**src/common/mahs_pkg.sv**
```systemverilog
// Package: constants and types for the hot-swap monitor readout block
`default_nettype none
package mahs_pkg;
   // ----------------------------------------------------------------
   // Clock and update timing
   // ----------------------------------------------------------------
   localparam longint CLK_HZ        = 64'd25_000_000;
   localparam longint UPDATE_MHZ    = 64'd7_300;       // 7.3 Hz, in mHz
   localparam int     UPDATE_CYC    = int'((CLK_HZ * 64'd1000) / UPDATE_MHZ);
   localparam int     SEQ_CW        = 22;
   localparam int     NUM_CHAN      = 3;

   // ----------------------------------------------------------------
   // Converter scaling
   // ----------------------------------------------------------------
   localparam int     RES_W         = 10;
   localparam int     SENSE_FS_UV   = 64_000;          // 64 mV full scale
   localparam int     SENSE_STEP_NV = 62_500;          // 62.5 uV per code
   localparam int     AUX_FS_MV     = 2_560;           // 2.56 V full scale
   localparam int     AUX_STEP_UV   = 2_500;           // 2.5 mV per code

   // ----------------------------------------------------------------
   // Register offsets
   // ----------------------------------------------------------------
   localparam int     AW            = 4;
   localparam int     DW            = 8;
   localparam logic [3:0] OFS_STATUS   = 4'h0;
   localparam logic [3:0] OFS_FAULT    = 4'h1;
   localparam logic [3:0] OFS_ALERT_EN = 4'h2;
   localparam logic [3:0] OFS_CTRL     = 4'h3;
   localparam logic [3:0] OFS_SENSE_HI = 4'h4;
   localparam logic [3:0] OFS_SENSE_LO = 4'h5;
   localparam logic [3:0] OFS_AUX2_HI  = 4'h6;
   localparam logic [3:0] OFS_AUX2_LO  = 4'h7;
   localparam logic [3:0] OFS_AUX1_HI  = 4'h8;
   localparam logic [3:0] OFS_AUX1_LO  = 4'h9;
   localparam logic [3:0] OFS_IRQ_STAT = 4'ha;
   localparam logic [3:0] OFS_IRQ_MASK = 4'hb;

   // ----------------------------------------------------------------
   // Field positions and reset values
   // ----------------------------------------------------------------
   localparam int     EXT_FAULT_BIT  = 6;
   localparam int     GPO_LEVEL_BIT  = 6;
   localparam int     SEC_ENABLE_BIT = 3;
   localparam int     HOLD_BIT       = 5;
   localparam int     CFG_LSB        = 6;
   localparam int     IRQ_W          = 2;
   localparam int     IRQ_UPDATE     = 0;
   localparam int     IRQ_EXT_FAULT  = 1;
   localparam logic [7:0] CTRL_RST     = 8'h08;
   localparam logic [7:0] ALERT_EN_RST = 8'h00;

   // ----------------------------------------------------------------
   // Types
   // ----------------------------------------------------------------
   typedef enum logic [1:0] {
      MAHS_PG_PULL_LOW = 2'h0,
      MAHS_PG_HIGH_Z   = 2'h1,
      MAHS_PG_GPO      = 2'h2,
      MAHS_PG_GPI      = 2'h3
   } mahs_pin_cfg_t;

   typedef enum logic [1:0] {CH_SENSE, CH_AUX2, CH_AUX1} mahs_chan_t;

   typedef struct packed {
      logic          wr;
      logic          rd;
      logic [AW-1:0] addr;
      logic [DW-1:0] wdata;
   } mahs_bus_req_t;

   typedef struct packed {
      logic out;
      logic oe;
   } mahs_pin_drv_t;
endpackage
`default_nettype wire

```
**src/rtl/mahs_res_pair.sv**
```systemverilog
// One 10-bit result held as a pair of byte registers
`timescale 1ns/1ns
`default_nettype none
module mahs_res_pair
   import mahs_pkg::*;
(
   // Clock and reset
   input  wire logic             clk,
   input  wire logic             rst_b,
   // Fresh conversion
   input  wire logic             load,
   input  wire logic [RES_W-1:0] code_in,
   // Software access
   input  wire logic             hold,
   input  wire logic             wr_hi,
   input  wire logic             wr_lo,
   input  wire logic [DW-1:0]    wdata,
   // Held value
   output logic      [RES_W-1:0] code_out
);
   typedef struct packed {
      logic [RES_W-1:0] code;
   } mahs_pair_st_t;

   mahs_pair_st_t q, d;

   // Load from converter unless held; software writes only while held
   always_comb begin
      d = q;
      if (!hold && load) begin
         d.code = code_in;
      end
      if (hold && wr_hi) begin
         d.code[RES_W-1:2] = wdata;
      end
      if (hold && wr_lo) begin
         d.code[1:0] = wdata[DW-1:DW-2];
      end
   end

   // State register
   always_ff @(posedge clk or negedge rst_b) begin
      if (!rst_b) begin
         q <= '0;
      end else begin
         q <= d;
      end
   end

   assign code_out = q.code;
endmodule
`default_nettype wire

```
**src/rtl/mahs_monitor.sv**
```systemverilog
// Monitor readout: converter sequencing, result registers, multi-purpose pin
`timescale 1ns/1ns
`default_nettype none
module mahs_monitor
   import mahs_pkg::*;
#(
   parameter int UPDATE_CYCLES = UPDATE_CYC
)
(
   // Clock and reset
   input  wire logic                  clk,
   input  wire logic                  rst_b,
   // Register port
   input  wire mahs_pkg::mahs_bus_req_t bus_req,
   output logic      [mahs_pkg::DW-1:0] bus_rdata,
   // Converter front end
   input  wire logic [mahs_pkg::RES_W-1:0] adc_code,
   output logic      [1:0]            adc_sel,
   // Other fault monitors and gate side
   input  wire logic [5:0]            other_live,
   input  wire logic                  pg2_ready,
   input  wire logic                  secondary_enable_pin,
   // Multi-purpose pin
   input  wire logic                  power_good_multi_io_in,
   output logic                       power_good_multi_io_out,
   output logic                       power_good_multi_io_oe,
   // Alerts and interrupt
   output logic                       alert_b,
   output logic                       irq
);
   // ----------------------------------------------------------------
   // State
   // ----------------------------------------------------------------
   localparam logic [SEQ_CW-1:0] SLOT_LAST =
      SEQ_CW'((UPDATE_CYCLES / NUM_CHAN) - 1);

   typedef struct packed {
      logic [SEQ_CW-1:0] cnt;
      mahs_chan_t        chan;
      logic [RES_W-1:0]  sh_sense;
      logic [RES_W-1:0]  sh_aux2;
      logic [RES_W-1:0]  sh_aux1;
      logic              seq_done;
      logic [7:0]        fault;
      logic [7:0]        alert_en;
      logic [7:0]        ctrl;
      logic [IRQ_W-1:0]  irq_stat;
      logic [IRQ_W-1:0]  irq_mask;
      logic              ext_live;
      logic              sec_pin_prev;
      logic [DW-1:0]     rdata;
      mahs_pin_drv_t     pin;
      logic              alert_b;
      logic              irq;
   } mahs_mon_st_t;

   mahs_mon_st_t q, d;

   logic [RES_W-1:0] res_sense, res_aux2, res_aux1;
   logic             hold;
   mahs_pin_cfg_t    cfg;
   logic             wr_sense_hi, wr_sense_lo;
   logic             wr_aux2_hi, wr_aux2_lo;
   logic             wr_aux1_hi, wr_aux1_lo;

   // ----------------------------------------------------------------
   // Decoded controls
   // ----------------------------------------------------------------
   assign hold = q.ctrl[HOLD_BIT];
   assign cfg  = mahs_pin_cfg_t'(q.ctrl[CFG_LSB +: 2]);

   // Result pair write strobes
   assign wr_sense_hi = bus_req.wr && (bus_req.addr == OFS_SENSE_HI);
   assign wr_sense_lo = bus_req.wr && (bus_req.addr == OFS_SENSE_LO);
   assign wr_aux2_hi  = bus_req.wr && (bus_req.addr == OFS_AUX2_HI);
   assign wr_aux2_lo  = bus_req.wr && (bus_req.addr == OFS_AUX2_LO);
   assign wr_aux1_hi  = bus_req.wr && (bus_req.addr == OFS_AUX1_HI);
   assign wr_aux1_lo  = bus_req.wr && (bus_req.addr == OFS_AUX1_LO);

   // ----------------------------------------------------------------
   // Result register pairs
   // ----------------------------------------------------------------
   // Sense pair first, then aux two, then aux one
   mahs_res_pair u_res_sense (
      .clk      (clk),
      .rst_b    (rst_b),
      .load     (q.seq_done),
      .code_in  (q.sh_sense),
      .hold     (hold),
      .wr_hi    (wr_sense_hi),
      .wr_lo    (wr_sense_lo),
      .wdata    (bus_req.wdata),
      .code_out (res_sense)
   );

   mahs_res_pair u_res_aux2 (
      .clk      (clk),
      .rst_b    (rst_b),
      .load     (q.seq_done),
      .code_in  (q.sh_aux2),
      .hold     (hold),
      .wr_hi    (wr_aux2_hi),
      .wr_lo    (wr_aux2_lo),
      .wdata    (bus_req.wdata),
      .code_out (res_aux2)
   );

   mahs_res_pair u_res_aux1 (
      .clk      (clk),
      .rst_b    (rst_b),
      .load     (q.seq_done),
      .code_in  (q.sh_aux1),
      .hold     (hold),
      .wr_hi    (wr_aux1_hi),
      .wr_lo    (wr_aux1_lo),
      .wdata    (bus_req.wdata),
      .code_out (res_aux1)
   );

   // ----------------------------------------------------------------
   // Next-state logic
   // ----------------------------------------------------------------
   always_comb begin
      logic [7:0] live;
      logic       sec_fall;
      logic       ext_rise;
      logic [7:0] keep;
      logic [IRQ_W-1:0] irq_set;
      live     = '0;
      sec_fall = 1'b0;
      ext_rise = 1'b0;
      keep     = '0;
      irq_set  = '0;
      d = q;
      d.seq_done = 1'b0;

      // Channel sequencer: one slot per channel, fixed order
      if (q.cnt == SLOT_LAST) begin
         d.cnt = '0;
         unique case (q.chan)
            CH_SENSE: begin
               d.sh_sense = adc_code;
               d.chan     = CH_AUX2;
            end
            CH_AUX2: begin
               d.sh_aux2 = adc_code;
               d.chan    = CH_AUX1;
            end
            CH_AUX1: begin
               d.sh_aux1  = adc_code;
               d.chan     = CH_SENSE;
               // Full set ready; pairs drop it while held
               d.seq_done = 1'b1;
            end
            default: begin
               d.chan = CH_SENSE;
            end
         endcase
      end else begin
         d.cnt = q.cnt + SEQ_CW'(1);
      end

      // Live external fault only in input mode
      d.ext_live = (cfg == MAHS_PG_GPI) &&
                   power_good_multi_io_in;
      ext_rise   = d.ext_live && !q.ext_live;

      // Status vector of live conditions
      live = {1'b0, q.ext_live, other_live};

      // Fault register: zero write clears unless still live
      if (bus_req.wr && (bus_req.addr == OFS_FAULT)) begin
         keep    = bus_req.wdata | live;
         d.fault = q.fault & keep;
      end

      // Whole fault register clears on either enable falling
      sec_fall = (q.sec_pin_prev && !secondary_enable_pin) ||
                 (q.ctrl[SEC_ENABLE_BIT] && bus_req.wr &&
                  (bus_req.addr == OFS_CTRL) &&
                  !bus_req.wdata[SEC_ENABLE_BIT]);
      if (sec_fall) begin
         d.fault = '0;
      end
      d.sec_pin_prev = secondary_enable_pin;

      // Live conditions set latched bits, winning over clears
      d.fault = d.fault | live;

      // Control registers
      if (bus_req.wr) begin
         unique case (bus_req.addr)
            OFS_ALERT_EN: d.alert_en = bus_req.wdata;
            OFS_CTRL:     d.ctrl     = bus_req.wdata;
            OFS_IRQ_MASK: d.irq_mask = bus_req.wdata[IRQ_W-1:0];
            OFS_IRQ_STAT: d.irq_stat = q.irq_stat & ~bus_req.wdata[IRQ_W-1:0];
            default:      d.irq_mask = d.irq_mask;
         endcase
      end

      // Interrupt events, set winning over clear
      irq_set[IRQ_UPDATE]    = q.seq_done && !hold;
      irq_set[IRQ_EXT_FAULT] = ext_rise;
      d.irq_stat = d.irq_stat | irq_set;
      d.irq      = |(q.irq_stat & q.irq_mask);

      // Alert excludes the external fault bit
      d.alert_b = !(|(q.fault & q.alert_en &
                      ~(8'h01 << EXT_FAULT_BIT)));

      // Multi-purpose pin drive
      unique case (cfg)
         MAHS_PG_PULL_LOW: begin
            d.pin.out = 1'b0;
            d.pin.oe  = pg2_ready;
         end
         MAHS_PG_HIGH_Z: begin
            d.pin.out = 1'b0;
            d.pin.oe  = !pg2_ready;
         end
         MAHS_PG_GPO: begin
            d.pin.out = q.alert_en[GPO_LEVEL_BIT];
            d.pin.oe  = 1'b1;
         end
         MAHS_PG_GPI: begin
            d.pin.out = 1'b0;
            d.pin.oe  = 1'b0;
         end
      endcase

      // Read data, valid only in the cycle after a read strobe
      d.rdata = '0;
      if (bus_req.rd) begin
         unique case (bus_req.addr)
            OFS_STATUS:   d.rdata = live;
            OFS_FAULT:    d.rdata = q.fault;
            OFS_ALERT_EN: d.rdata = q.alert_en;
            OFS_CTRL:     d.rdata = q.ctrl;
            OFS_SENSE_HI: d.rdata = res_sense[RES_W-1:2];
            OFS_SENSE_LO: d.rdata = {res_sense[1:0], 6'h00};
            OFS_AUX2_HI:  d.rdata = res_aux2[RES_W-1:2];
            OFS_AUX2_LO:  d.rdata = {res_aux2[1:0], 6'h00};
            OFS_AUX1_HI:  d.rdata = res_aux1[RES_W-1:2];
            OFS_AUX1_LO:  d.rdata = {res_aux1[1:0], 6'h00};
            OFS_IRQ_STAT: d.rdata = {6'h00, q.irq_stat};
            OFS_IRQ_MASK: d.rdata = {6'h00, q.irq_mask};
            default:      d.rdata = '0;
         endcase
      end
   end

   // ----------------------------------------------------------------
   // State register
   // ----------------------------------------------------------------
   always_ff @(posedge clk or negedge rst_b) begin
      if (!rst_b) begin
         q          <= '0;
         q.chan     <= CH_SENSE;
         q.ctrl     <= CTRL_RST;
         q.alert_en <= ALERT_EN_RST;
         q.alert_b  <= 1'b1;
      end else begin
         q <= d;
      end
   end

   // ----------------------------------------------------------------
   // Outputs straight from flops
   // ----------------------------------------------------------------
   assign bus_rdata               = q.rdata;
   assign adc_sel                 = q.chan;
   assign power_good_multi_io_out = q.pin.out;
   assign power_good_multi_io_oe  = q.pin.oe;
   assign alert_b                 = q.alert_b;
   assign irq                     = q.irq;
endmodule
`default_nettype wire

```
**config.mk**
```make
export PLATFORM = sky130hd
export DESIGN_NAME = mahs_monitor
export DESIGN_NICKNAME = d
export VERILOG_FILES = /design/src/common/mahs_pkg.sv /design/src/rtl/mahs_res_pair.sv /design/src/rtl/mahs_monitor.sv
export SDC_FILE = /design/constraint.sdc
export NUM_CORES = 1
export LEC_CHECK = 0
export ABC_CLOCK_PERIOD_IN_PS = 2900
export BUFFER_PORTS_ARGS = -buffer_cell sky130_fd_sc_hd__buf_2
export CAP_MARGIN = 10
export CORE_MARGIN = 1.5
export CORE_UTILIZATION = 60
export DETAILED_ROUTE_END_ITERATION = 7
export MAX_ROUTING_LAYER = met4
export PLACE_DENSITY = 0.8
export SLEW_MARGIN = 20
export SYNTH_ARGS = -nofsm -noshare
export SYNTH_HDL_FRONTEND = slang
export SYNTH_HIERARCHICAL = 1
export SYNTH_SLANG_ARGS = --single-unit
```
**constraint.sdc**
```tcl
create_clock -name clk -period 2.9 [get_ports clk]
set_input_delay 0.435 -clock clk [delete_from_list [all_inputs] [get_ports clk]]
set_output_delay 0.435 -clock clk [all_outputs]
set_load 0.03 [all_outputs]
```
## Word level (Yosys, flattened, before mapping)

Cells that the tools add are included.

| word-level totals | value |
|---|---|
| bits in registers | 127 |
| input port bits | 35 |
| word-level logic and storage cells | 115 |

| cells by class | value |
|---|---|
| add/subtract/negate cells | 1 |
| eq/ne operators | 17 |
| multiplexer cells | 21 |
| bitwise gates (word level) | 8 |
| reductions and logical operators | 44 |

Operators by type and width:

| cell | number |
|---|---|
| 8-bit one-hot mux with 12 select lines | 1 |
| 8-bit 2-to-1 mux | 6 |
| 10-bit 2-to-1 mux | 3 |
| 22-bit by 1-bit adder with 22-bit output (second input constant) | 1 |
| 22-bit by 21-bit == test with 1-bit output (second input constant) | 1 |
| 22-bit 2-to-1 mux | 1 |
| 1-bit logical AND | 20 |
| 8-bit bitwise AND | 2 |
| 4-bit by 3-bit == test with 1-bit output (second input constant) | 4 |
| 4-bit == test (second input constant) | 4 |
| 8-bit by 7-bit bitwise OR with 8-bit output | 2 |
| 2-bit AND reduction | 6 |
| 2-bit nonzero test | 6 |
| 2-bit 2-to-1 mux | 5 |
| 4-bit by 2-bit == test with 1-bit output (second input constant) | 2 |
| 2-bit one-hot mux with 4 select lines | 1 |
| 7-bit OR reduction | 1 |
| 2-bit == test (second input constant) | 3 |
| 1-bit zero test | 6 |
| 2-bit bitwise AND | 2 |
| 2-bit by 1-bit == test with 1-bit output (second input constant) | 2 |
| 4-bit by 1-bit == test with 1-bit output (second input constant) | 1 |
| 2-bit zero test | 2 |
| 4-bit zero test | 1 |
| 7 further kinds | 8 |

## Logic depth before layout (Yosys ltp)

| depth | value |
|---|---|
| depth after elaboration | 6 |
| depth in mapped cells | 7 |
| gate-level depth less buffers | 5 |

## Cells and area by module

Netlist, hierarchy kept.

By module, submodules not included:

| module | instances | cells each | area an instance (um^2) | seq. area each (um^2) |
|---|---|---|---|---|
| mahs_monitor | 1 | 420 | 4732.0 | 2429.8 |
| mahs_res_pair | 3 | 43 | 580.6 | 250.2 |

## Worst setup path before layout

OpenSTA, ideal clock, no wires.

| path | value |
|---|---|
| path kind | register -> register |
| start | register q[75] (netlist bit) |
| end | register q[43] (netlist bit) |
| library setup time | 0.125 ns |
| arrival | 1.905 ns |
| setup slack | 0.871 ns |
| cell stages (with the launch flop) | 7 |
| path buffers | 1 |
| period minus slack after synthesis | 2.029 ns |
| cells stage by stage | dfrtp_1 -> ha_1 -> nand4_1 -> or3_1 -> buf_2 -> nor3_4 -> mux2_2 |

| on the way | value |
|---|---|
| cells in the longest elaborated chain, start to end | 2 |

Ends and longest elaborated chain:

| item | line | source |
|---|---|---|
| start: declaration | mahs_monitor.sv:57 | `mahs_mon_st_t q, d;` |
| 22-bit by 21-bit == test with 1-bit output | mahs_monitor.sv:138 | `if (q.cnt == SLOT_LAST) begin` |
| 2-bit AND reduction (no line) | - |  |

No other way between the ends.
A chain may end at the register's enable or synchronous reset.

## Worst setup path after layout

Ends and elaborated chain as after synthesis.

==> impl_metrics.csv <==
group,metric,value,unit
layout,layout_commonest_cell,"dfrtp_1",
layout,final_layout_size_suffix_gt1_share,25.2,%
floorplan,ios,49,
layout,num-nets-final,630,
global_routing,antenna_found_initial,0,
drt,drt-initial-drc-count,266,
logic_synthesis,synth-seq-area-share,49.1,%
timing,clock_skew,0.00741,ns
logic_synthesis,ys_seq_elements,127,
timing,rsz0062_at_grt,"false",
power,ir_worst_vdd,614,uV
logic_synthesis,synth_compound_area_share,7.15,%
timing,setup_ws,0.661,ns
timing,drv_slew,0,
logic_synthesis,synth_area_per_cell,11.8,um2
drt,vias_per_cell,6.17,
logic_synthesis,netlist_top_cells_area,"dfrtp_1 48%, mux2i_1 15%, mux2_2 8.5%, buf_4 1.9%, xor2_1 1.8%",
logic_synthesis,synthArstFlopShare,100,%
cts,cts_root_buffer,"clkbuf_8",
timing,setup_viol,0,
placement,dp_hpwl,9840,um
logic_synthesis,synth_edf_count,0,
layout,layout_common_cells,"125 x dfrtp_1, 97 x mux2i_1, 49 x mux2_2",
logic_synthesis,yosys.area_share.adder,0.193,%
setup_path,crit_path_cell_trace,"ha_1 -> nand4_1 -> or3_1 -> nor3_4 -> mux2_2",
setup_path,crit_required,3.31,ns
global_routing,grt_pass1_vias,4603,
logic_synthesis,yosysTopAreaCellShare,48.3,%
setup_path,end_kind,"flip-flop",
flow_run,maxCapViolCount,0,
logic_synthesis,yosys.area_share.simple,12.6,%
cts,numCtsBuffers,17,
logic_synthesis,synth_cell_type_count,54,
drt,routedWlPerCell,19.6,um
setup_path,cpLargestDelayFamily,"simple AND/OR/NAND/NOR gates",
floorplan,initial_core_util,62.2,%
timing,slew_headroom,54.8,%
setup_path,crit_type,"flip-flop to flip-flop",
logic_synthesis,synth_top_family_by_area,"multiplexers",
logic_synthesis,synth_mux_area_share,24.2,%
logic_synthesis,synth_fp_nets,585,
cts,cts_tree,"built",
layout,syn2layout_area_growth,13.0,%
floorplan,die_x,107,um
global_routing,grt_util_all_layers,28.9,%
timing,worstMarginPinSlew,0.679,ns
setup_path,cpPeakStageDelay,0.51,ns
floorplan,core-area,0.0104,mm2
setup_path,crit_path_top_delay_cell,"or3_1",
cts,clk_pin_slew_worst_paths,0.06,ns
logic_synthesis,synth_area,0.00647,mm2
logic_synthesis,yosys.area_share.xor_xnor,2.30,%
placement,gp_congestion,0.900,
cts,h-tree-depth,4,
layout,antenna_cells,0,
drt,ant_nets,0,
timing,max_freq,0.447,GHz
global_routing,grt_max_degree,97,
logic_synthesis,synth.yosys.warnings,6,
run_status,status,"finished, final reports clean",
drt,drt_pass1_iterations,6,
power,p_leak,3.21,nW
floorplan,die_area,0.0114,mm2
timing,layout_min_cycle_time,2.24,ns
min_path,hold_path.class,"input pin to flip-flop",
setup_path,path_max_fanout,10,
cts,cts.path.max_buffers,2,
logic_synthesis,synth_cells,549,
drt,wl,14600,um
logic_synthesis,synth_top_area_cell,"dfrtp_1",
global_routing,grt_pass1_wl,24400,um
power,p_per_area,678,mW/mm2
timing,fin_tns_setup,0,ns
setup_path,worstSetupStartpointType,"flip-flop",
setup_path,arrival,2.65,ns
drt,vias,4583,
floorplan,die_h,107,um
setup_path,worst-path-buf-inv,0,
global_routing,grt_overflow,0,
cts,postCtsResizedCells,0,
placement,dp_slack,0.665,ns
cts,numClockSinks,127,
floorplan,rows,37,
placement,io_buffers,48,
cts,clk_latency,0.52,ns
timing,hold_viol,0,
drt,drc_errors,0,
logic_synthesis,synth-main-ff-cell,"dfrtp_1",
timing,finalCritPeriodShare,77.2,%
-- cell families (layout without fill, tap and decap cells) --
group	count (synthesis)	after routing
mux	148	148
simple gates	138	138
flops	127	127
compound gates	71	71
buf+inv	47	105
xor+xnor	17	17
fa+ha+maj	1	1
-- stage by stage --
stage / instance area (um2) / utilization [%] / instances / hold WS, ns / power, mW
6_report: 7310 / 70.2 / 743 / 0.0540 / 4.96
5_1_grt: 7310 / 70.2 / 743 / 0.0269 / 5.19
4_1_cts: 7310 / 70.2 / 743 / 0.0358 / 4.98
3_5_place_dp: 6760 / 64.9 / 710 / 0.406 / 3.05
3_3_place_gp: 6760 / 64.9 / 710 / 0.397 / 3.00
2_1_floorplan: 6470 / - / 549 / 0.139 / 2.78
-- worst register-to-register path, stage by stage, from the launching register on --
cell	delay, ns
dfrtp_1	0.39
ha_1	0.24
nand4_1	0.12
or3_1	0.51
nor3_4	0.47
mux2_2	0.40
-- per-layer routing --
layer / track usage (%) / part of all wire, % / routed length (um) / vias to the layer above
met4: 10.0 / 1.9 / 276 / 0
met3: 7.54 / 5.8 / 847 / 25
met2: 42.4 / 47 / 6840 / 165
li1: - / - / - / 2093
met5: - / 0 / 0 / -
met1: 39.2 / 45 / 6610 / 2300
-- synth_stat cells (8+ instances only) --
cell	count
nand3b_1	13
clkbuf_1	12
nand2_1	24
o21ai_0	19
nand3_1	14
a21oi_1	15
dfrtp_1	125
o21bai_1	10
mux2i_1	97
buf_4	16
nor2_1	23
inv_1	8
xor2_1	13
mux2_2	49
-- report_power, final --
part           switching (mW)  internal (mW)  total (mW)
registers               0.245           2.02        2.27
clock network           0.747           1.17        1.92
logic                   0.404          0.374       0.778
total                    1.40           3.57        4.96
-- worst paths after layout --
kind / slack [ns] / to / depth (start not counted) / start
min in group asynchronous: 0.39 / bus_rdata[2] / 2 / rst_b
max in group asynchronous: 1.67 / q[53] / 3 / rst_b
worst min register to register: 0.50 / q[75] / 1 / q[75]
worst max-delay path: 0.66 / q[43] / 5 / q[75]
worst max register to register: 0.66 / q[43] / 5 / q[75]
worst min-delay path: 0.05 / q[12] / 1 / secondary_enable_pin
-- sequential cells by signal (all words and copies together), names as in the netlist --
| signal | cells |
|---|---|
| alert_b | 1 |
| bus_rdata | 8 |
| u_res_aux1/code_out | 10 |
| u_res_sense/code_out | 10 |
| hold | 1 |
| adc_sel | 2 |
| power_good_multi_io_oe | 1 |
| irq | 1 |
| q | 80 |
| power_good_multi_io_out | 1 |
| cfg | 2 |
| u_res_aux2/code_out | 10 |
-- layout make-up --
cell class	instances	area, um2
inverter	8	30.0
clock inverter	11	91.3
multi-input combinational	375	3010
fill	717	3100
sequential	127	3180
timing repair buffer	65	385
clock buffer	21	449
tap	136	170
-- what timing repair did --
item                      CTS  global route
hold buffers                1             0
buffers inserted            0             0
hold endpoints to repair   29             0
No activity file was read; power rests on OpenSTA's default activity.
